==> src/rtl/parp_params.svh <==
/*
 * constants for the paged address relocation and protection block:
 * field positions, widths, reset values and the abort vector.
 * assumes: included by bare name from the rtl files only.
 */
`ifndef PARP_PARAMS_SVH
`define PARP_PARAMS_SVH

// virtual address fields
`define PARP_APS_HI      15
`define PARP_APS_LO      13
`define PARP_BLK_HI      12
`define PARP_BLK_LO      6
`define PARP_OFS_HI      12
// page base field counts 64-byte blocks
`define PARP_BASE_SHIFT  6
`define PARP_BASE_W      12
`define PARP_PA_W        18
`define PARP_LEN_W       7
`define PARP_KEY_W       3
// reset values and the abort vector
`define PARP_BASE_RST    12'h000
`define PARP_LEN_RST     7'h00
`define PARP_KEY_RST     3'h0
`define PARP_ABORT_VEC   16'h00A8

`endif

==> src/rtl/parp_pkg.sv <==
/*
 * types shared by the relocation block.
 * assumes: parp_params.svh is reachable on the include path.
 */
package parp_pkg;
    typedef enum logic [1:0] {
        PARP_KERNEL = 2'b00,
        PARP_SUPER  = 2'b01,
        PARP_ILLEGAL = 2'b10,
        PARP_USER   = 2'b11
    } parp_mode_t;

    typedef enum logic [2:0] {
        PARP_K_NR0  = 3'b000,
        PARP_K_ROT  = 3'b001,
        PARP_K_RO   = 3'b010,
        PARP_K_NR3  = 3'b011,
        PARP_K_RWT  = 3'b100,
        PARP_K_RWWT = 3'b101,
        PARP_K_RW   = 3'b110,
        PARP_K_NR7  = 3'b111
    } parp_key_t;
endpackage

==> src/rtl/parp_check.sv <==
/*
 * combinational protection check of one reference against a descriptor.
 * assumes: outputs are registered by the caller; no state here.
 */
`timescale 1ns/1ns
`include "parp_params.svh"
module parp_check
    import parp_pkg::*;
(
    input  wire logic [`PARP_LEN_W-1:0] blk,
    input  wire logic [`PARP_LEN_W-1:0] len,
    input  wire logic                   dir_down,
    input  wire logic [`PARP_KEY_W-1:0] key,
    input  wire logic                   is_write,
    output logic                        nonres,
    output logic                        len_err,
    output logic                        ro_err,
    output logic                        trap
);
    parp_key_t k;
    always_comb begin
        k = parp_key_t'(key);
        nonres = (k == PARP_K_NR0) || (k == PARP_K_NR3)
              || (k == PARP_K_NR7);
        // direction bit: 0 grows up, 1 grows down
        if (dir_down) begin
            len_err = (blk < len);
        end else begin
            len_err = (blk > len);
        end
        ro_err = is_write
              && ((k == PARP_K_ROT) || (k == PARP_K_RO));
        trap = is_write ? ((k == PARP_K_RWT) || (k == PARP_K_RWWT))
                        : ((k == PARP_K_ROT) || (k == PARP_K_RWT));
    end
endmodule // parp_check

==> src/rtl/parp_mmu.sv <==
/*
 * paged relocation: maps a 16-bit virtual address to an 18-bit physical
 * address through per-mode, per-space page tables, checks length, keys,
 * and keeps accessed and written flags.
 * assumes: the core holds req for one cycle per reference and reads the
 * answer on the following cycle; table writes come from supervisory code
 * through the plain load port.
 */
`timescale 1ns/1ns
`include "parp_params.svh"
module parp_mmu
    import parp_pkg::*;
(
    input  wire logic                    ref_clk,
    input  wire logic                    rst,
    // relocation on; when off, addresses pass unchanged
    input  wire logic                    reloc_en,
    // per-mode data space enable: bit0 user, bit1 super, bit2 kernel
    input  wire logic [2:0]              dspace_en,
    // reference request from the core
    input  wire logic                    req,
    input  wire logic [15:0]             va,
    input  wire logic [1:0]              mode,
    input  wire logic                    dspace,
    input  wire logic                    is_write,
    // table load port
    input  wire logic                    ld_we,
    input  wire logic [1:0]              ld_mode,
    input  wire logic                    ld_dspace,
    input  wire logic [2:0]              ld_page,
    input  wire logic                    ld_base,
    input  wire logic                    ld_desc,
    input  wire logic [`PARP_BASE_W-1:0] ld_base_val,
    input  wire logic [`PARP_LEN_W-1:0]  ld_len,
    input  wire logic                    ld_dir,
    input  wire logic [`PARP_KEY_W-1:0]  ld_key,
    // table read-back
    input  wire logic [1:0]              rd_mode,
    input  wire logic                    rd_dspace,
    input  wire logic [2:0]              rd_page,
    output logic [`PARP_BASE_W-1:0]      rd_base,
    output logic [`PARP_LEN_W-1:0]       rd_len,
    output logic                         rd_dir,
    output logic [`PARP_KEY_W-1:0]       rd_key,
    output logic                         rd_accessed,
    output logic                         rd_written,
    // answer, one cycle after req
    output logic                         ack,
    output logic [`PARP_PA_W-1:0]        pa,
    output logic                         mem_we,
    output logic                         abort,
    output logic                         abort_nonres,
    output logic                         abort_len,
    output logic                         abort_ro,
    output logic                         mm_trap,
    output logic [15:0]                  vector
);
    // ****************************************************************
    // page tables: 4 mode codes x 2 spaces x 8 pages, index {mode,space,page}
    // ****************************************************************
    localparam int NENT = 64;
    // flat arrays: the flags of any entry may change on any cycle

    logic [`PARP_BASE_W-1:0] base_q [NENT];
    logic [`PARP_LEN_W-1:0]  len_q  [NENT];
    logic                    dir_q  [NENT];
    logic [`PARP_KEY_W-1:0]  key_q  [NENT];
    logic                    acc_q  [NENT];
    logic                    wr_q   [NENT];

    logic [NENT-1:0] acc_set;
    logic [NENT-1:0] wr_set;

    // ****************************************************************
    // lookup
    // ****************************************************************
    logic                    use_d;
    logic [5:0]              idx;
    logic [2:0]              aps;
    logic [`PARP_LEN_W-1:0]  blk;
    logic [`PARP_BASE_W-1:0] cur_base;
    logic [`PARP_LEN_W-1:0]  cur_len;
    logic                    cur_dir;
    logic [`PARP_KEY_W-1:0]  cur_key;
    logic                    nonres;
    logic                    len_err;
    logic                    ro_err;
    logic                    trap_kind;
    logic                    mode_bad;
    logic                    any_abort;
    logic [`PARP_PA_W-1:0]   base_bytes;
    logic [`PARP_PA_W-1:0]   offset;
    logic [`PARP_PA_W-1:0]   phys;

    always_comb begin
        // page and block index are plain slices of the virtual address
        aps = va[`PARP_APS_HI:`PARP_APS_LO];
        blk = va[`PARP_BLK_HI:`PARP_BLK_LO];
        // mode 10 selects no space of its own; it aborts further down
        unique case (parp_mode_t'(mode))
            PARP_USER:    use_d = dspace & dspace_en[0];
            PARP_SUPER:   use_d = dspace & dspace_en[1];
            PARP_KERNEL:  use_d = dspace & dspace_en[2];
            PARP_ILLEGAL: use_d = 1'b0;
        endcase
        idx      = {mode, use_d, aps};
        cur_base = base_q[idx];
        cur_len  = len_q[idx];
        cur_dir  = dir_q[idx];
        cur_key  = key_q[idx];
    end

    parp_check u_check (
        .blk      (blk),
        .len      (cur_len),
        .dir_down (cur_dir),
        .key      (cur_key),
        .is_write (is_write),
        .nonres   (nonres),
        .len_err  (len_err),
        .ro_err   (ro_err),
        .trap     (trap_kind)
    );

    always_comb begin
        mode_bad  = (parp_mode_t'(mode) == PARP_ILLEGAL);
        any_abort = nonres | len_err | ro_err | mode_bad;
        // base is free-form: pages may overlap or run backwards
        base_bytes = {6'h00, cur_base} << `PARP_BASE_SHIFT;
        offset     = {5'h00, va[`PARP_OFS_HI:0]};
        phys       = base_bytes + offset;
        acc_set = '0;
        wr_set  = '0;
        if (req && reloc_en && !mode_bad) begin
            acc_set[idx] = any_abort | trap_kind;
            wr_set[idx]  = is_write & ~any_abort;
        end
    end

    // ****************************************************************
    // table next state
    // ****************************************************************
    logic [5:0]              ld_idx;
    logic [`PARP_BASE_W-1:0] base_d [NENT];
    logic [`PARP_LEN_W-1:0]  len_d  [NENT];
    logic                    dir_d  [NENT];
    logic [`PARP_KEY_W-1:0]  key_d  [NENT];
    logic                    acc_d  [NENT];
    logic                    wr_d   [NENT];

    assign ld_idx = {ld_mode, ld_dspace, ld_page};

    // base and descriptor halves load separately, as software writes them
    always_comb begin
        for (int i = 0; i < NENT; i++) begin
            base_d[i] = base_q[i];
            len_d[i]  = len_q[i];
            dir_d[i]  = dir_q[i];
            key_d[i]  = key_q[i];
            // flags only accumulate; software clears them by a reload
            acc_d[i]  = acc_q[i] | acc_set[i];
            wr_d[i]   = wr_q[i] | wr_set[i];
            if (ld_we && ld_base && ld_idx == 6'(i)) begin
                base_d[i] = ld_base_val;
            end
            // a descriptor load clears the flags unless hardware
            // sets one the same cycle: the set wins
            if (ld_we && ld_desc && ld_idx == 6'(i)) begin
                len_d[i] = ld_len;
                dir_d[i] = ld_dir;
                key_d[i] = ld_key;
                acc_d[i] = acc_set[i];
                wr_d[i]  = wr_set[i];
            end
        end
    end

    // ****************************************************************
    // table state
    // ****************************************************************
    always_ff @(posedge ref_clk or posedge rst) begin
        if (rst) begin
            for (int i = 0; i < NENT; i++) begin
                base_q[i] <= `PARP_BASE_RST;
                len_q[i]  <= `PARP_LEN_RST;
                dir_q[i]  <= 1'b0;
                key_q[i]  <= `PARP_KEY_RST;
                acc_q[i]  <= 1'b0;
                wr_q[i]   <= 1'b0;
            end
        end else begin
            for (int i = 0; i < NENT; i++) begin
                base_q[i] <= base_d[i];
                len_q[i]  <= len_d[i];
                dir_q[i]  <= dir_d[i];
                key_q[i]  <= key_d[i];
                acc_q[i]  <= acc_d[i];
                wr_q[i]   <= wr_d[i];
            end
        end
    end

    // ****************************************************************
    // answer registers
    // ****************************************************************
    logic                    ack_d;
    logic [`PARP_PA_W-1:0]   pa_d;
    logic                    we_d;
    logic                    ab_d;
    logic                    abn_d;
    logic                    abl_d;
    logic                    abr_d;
    logic                    trap_d;
    logic [15:0]             vec_d;
    logic [5:0]              rd_idx;

    always_comb begin
        // relocation off: flat pass-through, no checks and no flags
        ack_d  = req;
        pa_d   = {2'b00, va};
        we_d   = req & is_write;
        ab_d   = 1'b0;
        abn_d  = 1'b0;
        abl_d  = 1'b0;
        abr_d  = 1'b0;
        trap_d = 1'b0;
        vec_d  = 16'h0000;
        if (req && reloc_en) begin
            pa_d  = phys;
            abn_d = nonres | mode_bad;
            abl_d = len_err & ~mode_bad;
            abr_d = ro_err & ~mode_bad;
            ab_d  = abn_d | abl_d | abr_d;
            // aborted write never reaches memory
            we_d  = is_write & ~ab_d;
            // trap rides with the completed access, not before it
            trap_d = trap_kind & ~ab_d;
            if (ab_d) begin
                vec_d = `PARP_ABORT_VEC;
            end
        end
        // read-back lags its select by one cycle, like the answer
        rd_idx = {rd_mode, rd_dspace, rd_page};
    end

    always_ff @(posedge ref_clk or posedge rst) begin
        if (rst) begin
            ack          <= 1'b0;
            pa           <= '0;
            mem_we       <= 1'b0;
            abort        <= 1'b0;
            abort_nonres <= 1'b0;
            abort_len    <= 1'b0;
            abort_ro     <= 1'b0;
            mm_trap      <= 1'b0;
            vector       <= 16'h0000;
            rd_base      <= `PARP_BASE_RST;
            rd_len       <= `PARP_LEN_RST;
            rd_dir       <= 1'b0;
            rd_key       <= `PARP_KEY_RST;
            rd_accessed  <= 1'b0;
            rd_written   <= 1'b0;
        end else begin
            ack          <= ack_d;
            pa           <= pa_d;
            mem_we       <= we_d;
            abort        <= ab_d;
            abort_nonres <= abn_d;
            abort_len    <= abl_d;
            abort_ro     <= abr_d;
            mm_trap      <= trap_d;
            vector       <= vec_d;
            rd_base      <= base_q[rd_idx];
            rd_len       <= len_q[rd_idx];
            rd_dir       <= dir_q[rd_idx];
            rd_key       <= key_q[rd_idx];
            rd_accessed  <= acc_q[rd_idx];
            rd_written   <= wr_q[rd_idx];
        end
    end
endmodule // parp_mmu

==> config.mk <==
export PLATFORM = sky130hd
export DESIGN_NAME = parp_mmu
export DESIGN_NICKNAME = d
export VERILOG_FILES = /design/src/rtl/parp_pkg.sv /design/src/rtl/parp_check.sv /design/src/rtl/parp_mmu.sv
export VERILOG_INCLUDE_DIRS = /design/src /design/src/rtl
export SDC_FILE = /design/constraint.sdc
export NUM_CORES = 2
export LEC_CHECK = 0
export ABC_AREA = 1
export BUFFER_PORTS_ARGS = -buffer_cell sky130_fd_sc_hd__buf_4
export CAP_MARGIN = 20
export CELL_PAD_IN_SITES_DETAIL_PLACEMENT = 1
export CELL_PAD_IN_SITES_GLOBAL_PLACEMENT = 2
export CORE_AREA = 8 8 498 500
export CTS_CLUSTER_DIAMETER = 50
export DETAILED_ROUTE_END_ITERATION = 10
export DIE_AREA = 0 0 506 508
export GPL_ROUTABILITY_DRIVEN = 1
export GPL_TIMING_DRIVEN = 0
export PLACE_DENSITY_LB_ADDON = 0.1
export REMOVE_ABC_BUFFERS = 1
export SKIP_LAST_GASP = 1
export SYNTH_ARGS = -nofsm -noshare
export SYNTH_HDL_FRONTEND = slang
export SYNTH_HIERARCHICAL = 1
export SYNTH_SLANG_ARGS = --single-unit
export TNS_END_PERCENT = 30
==> constraint.sdc <==
create_clock -name ref_clk -period 48 [get_ports ref_clk]
set_input_delay 4.8 -clock ref_clk [delete_from_list [all_inputs] [get_ports ref_clk]]
set_output_delay 4.8 -clock ref_clk [all_outputs]
set_load 0.005 [all_outputs]
==> flow_summary.yaml <==
power:
  total_leakage_power_nw: 43.26
  p_total_mw: 4.110
  clockPowerShare: 0.494
  seq_power_share: 0.386
  p_int_mw: 2.941
  powerDensity_nw_per_um2: 41.61
  p_sw_frac: 0.2845
  p_switching_mw: 1.169
  peakVddDrop_mv: 0.02855
  p_comb_frac: 0.121
setup_path:
  worst-path-max-fanout: 43
  reg2regPathDepth: 22
  crit_required_ns: 48.80
  cp_num_buf_inv: 11
  r2r-start: "len_q[312]"
  end_kind: "flop"
  crit_type: "in2reg"
  crit_path_frequent_cell: "nand2_1"
  crit_family: "buffers and inverters"
  r2r_slack_ns: 42.73
  cp-start-kind: "primary input"
  arrival_ns: 13.16
  slowest_stage: "nor2_4"
  r2r_end: "wr_q[38]"
  crit_path_max_incr_delay_ns: 0.87
timing:
  tightest_slew_ns: 1.233
  fin_crit_sh: 0.2575
  finalSetupTns_ns: 0
  setup_viol: 0
  fin_crit_ns: 12.36
  rsz0062_at_grt: "false"
  clock_skew_ns: 0.04272
  drv_slew: 0
  slew_headroom: 0.1781
  hold_violations: 0
  fin_ws_ns: 35.64
  fmaxAchievable_ghz: 0.08090
synthesis:
  syn_avg_cell_area_um2: 7.717
  async_flop_share: 1.000
  synthTopCellsByCount: "2731 x o21ai_0, 2616 x nand2_1, 1650 x dfrtp_1"
  ys_seq_area_frac: 0.4942
  synth.top_cell.area_share: 0.4942
  ys_seq_elements: 1650
  synth.area.top_cells: "dfrtp_1 49%, o21ai_0 16%, nand2_1 12%"
  synth_area_leader_cell: "dfrtp_1"
  synth_area_um2: 83550
  synthCells: 10830
  synth_ff_type: "dfrtp_1"
  synth-edff-count: 0
  synth_cell_types: 52
  yosysMostFrequentCell: "o21ai_0"
  ys_warn_count: 6
die:
  core_area_um2: 239600
  die_area_um2: 257000
  die_y_um: 508
  ios: 131
  fp.dieW_um: 506
  rows: 180
  initial_utilization: 0.3487
place:
  gp_congestion: 0.8109
  portBuffers: 117
  hpwl_mm: 243.6
  dp_worst_setup_slack_ns: 34.81
global_route:
  grt_pass1_wl_mm: 584.1
  grt_max_degree: 150
  track_usage: 0.3006
  antenna_found_initial: 13
  grt_pass1_vias: 82720
  gr-total-overflow: 0
outcome:
  outcome: "completed"
cells_and_area:
  nNetsFinal: 10580
  fin_util: 0.4122
  drive_gt1_frac: 0.08532
  fillers: 28280
  syn2layout_area_growth_pct: 18.23
clock_tree:
  tritoncts: "yes"
  clockBufferDepth: 4
  cts.sinks: 1650
  cts_root_buffer: "clkbuf_16"
  clkSlewWorstSetupHoldPaths_ns: 0.05
  insertion_delay_ns: 0.92
  cts_resized: 0
  postCtsHoldBufs: 0
  htree_num_levels: 5
  cts_setup_buffers: 0
  cts-buffers-inserted: 282
worst_hold_path:
  holdPathStages: 2
  hold_path.class: "reg2reg"
  min_to: "acc_q[18]"
  worstHoldStart: "acc_q[18]"
drt:
  wl_mm: 395.8
  viasPerCell: 5.805
  firstDrtPassIters: 6
  remaining_drc_errors: 0
  vias: 80550
  ant_nets: 0
  wire_per_inst_um: 28.52
  drt_iter0_drc: 6965
run:
  max_cap_viol_count: 0
==> logic make-up (layout without fill, tap and decap cells) <==
logic type      count (synthesis)  after routing  share of synthesized area
compound gates               3789           3789                     0.2483
fa+ha+maj                      15             15                   0.002336
xor+xnor                        1              1                  0.0001049
buf+inv                      1355           1205                    0.06667
other cells                     1             15                 0.00004488
simple gates                 4016           4016                     0.1883
flops                        1650           1650                     0.4942
==> cell usage in the layout, fill, tap and decap left out, drive strengths merged, types with 14 or more instances in the layout <==
cell / netlist / routed
o221ai: 72 / 72
clkinv: 26 / 71
o22ai: 371 / 371
dfrtp: 1650 / 1650
nand4: 56 / 56
a22o: 39 / 39
clkbuf: 681 / 357
o211ai: 79 / 79
o21ai: 2796 / 2796
nand2: 2626 / 2626
or2: 26 / 26
ha: 14 / 14
inv: 369 / 390
a21oi: 225 / 225
bufinv: 0 / 25
buf: 279 / 332
o22a: 17 / 17
o31ai: 18 / 18
a221oi: 78 / 78
nor3: 20 / 20
nand3: 237 / 237
a22oi: 52 / 52
clkinvlp: 0 / 30
o2111ai: 18 / 18
nor2: 1047 / 1047
==> area by class of cell <==
class / count / area [um^2] / area share
Multi-Input combinational cell: 7834 / 36990 / 0.3745
Tap cell: 3185 / 3985 / 0.04034
Clock inverter: 121 / 1446 / 0.01464
Antenna cell: 2 / 5.005 / 0.00005067
Sequential cell: 1650 / 41290 / 0.4180
Inverter: 395 / 1573 / 0.01592
Clock buffer: 357 / 7785 / 0.07881
Timing Repair Buffer: 332 / 5705 / 0.05776
==> state kept, by name, indices dropped and copies added, names as in the netlist, 3 cells and up <==
signal and count:
pa 18, wr_q 64, rd_base 12, rd_key 3
len_q 448, dir_q 64, acc_q 64, base_q 768
rd_len 7, key_q 192
==> layer usage <==
layer  vias up  global-route usage  share of wire
met1     41310              0.3984           0.44
li1      36000                   -              -
met5         -                   0        0.00013
met2      2377              0.4886           0.46
met4         6              0.1501          0.057
met3       861             0.03485          0.046
==> power by group through the flow <==
stage	sequential (mW)	clock, mW	combinational [mW]
after floorplan	1.59	0	0.276
after global placement	1.61	0	0.473
after detailed placement	1.61	0	0.495
after CTS	1.58	2.07	0.497
after global routing	1.60	2.12	0.547
final	1.59	2.03	0.497
==> stage by stage <==
stage / instances / hold WS [ns] / instance area, um^2
6_report: 13880 / 0.4568 / 98780
5_1_grt: 13880 / 0.4868 / 98770
4_1_cts: 13860 / 0.4626 / 98440
3_5_place_dp: 13380 / 0.4474 / 89210
3_3_place_gp: 13180 / 0.4436 / 84370
2_1_floorplan: 9879 / 0.4309 / 79510
==> worst max path at each step <==
stage	from	endpoint	slack, ns	cells after the start
after global routing	va[15]	wr_q[42]	35.65	29
after detailed placement	va[15]	acc_q[5]	34.81	28
after floorplan	rst	abort_len	-3.37	1
final	va[15]	wr_q[38]	35.64	30
after CTS	va[15]	acc_q[32]	35.73	28
after global placement	rst	base_q[686]	-26.75	2
==> worst register-to-register path: stages, from the launching register on <==
cell and delay [ns]:
dfrtp_1 0.40, nand2_1 0.07, nand4_1 0.09, o21ai_0 0.73, nand2_1 0.19, nor2_1 0.33
nand2_1 0.14, inv_1 0.09, ha_1 0.24, nand2_1 0.07, nand2_1 0.06, a21oi_2 0.13
nand3_1 0.09, nand2_1 0.08, inv_1 0.05, inv_1 0.07, nand3_1 0.25, inv_1 0.22
nand3_2 0.72, inv_1 0.67, buf_16 0.23, nand2_1 0.11, o21ai_0 0.11
(Power assumes the default switching activity.)
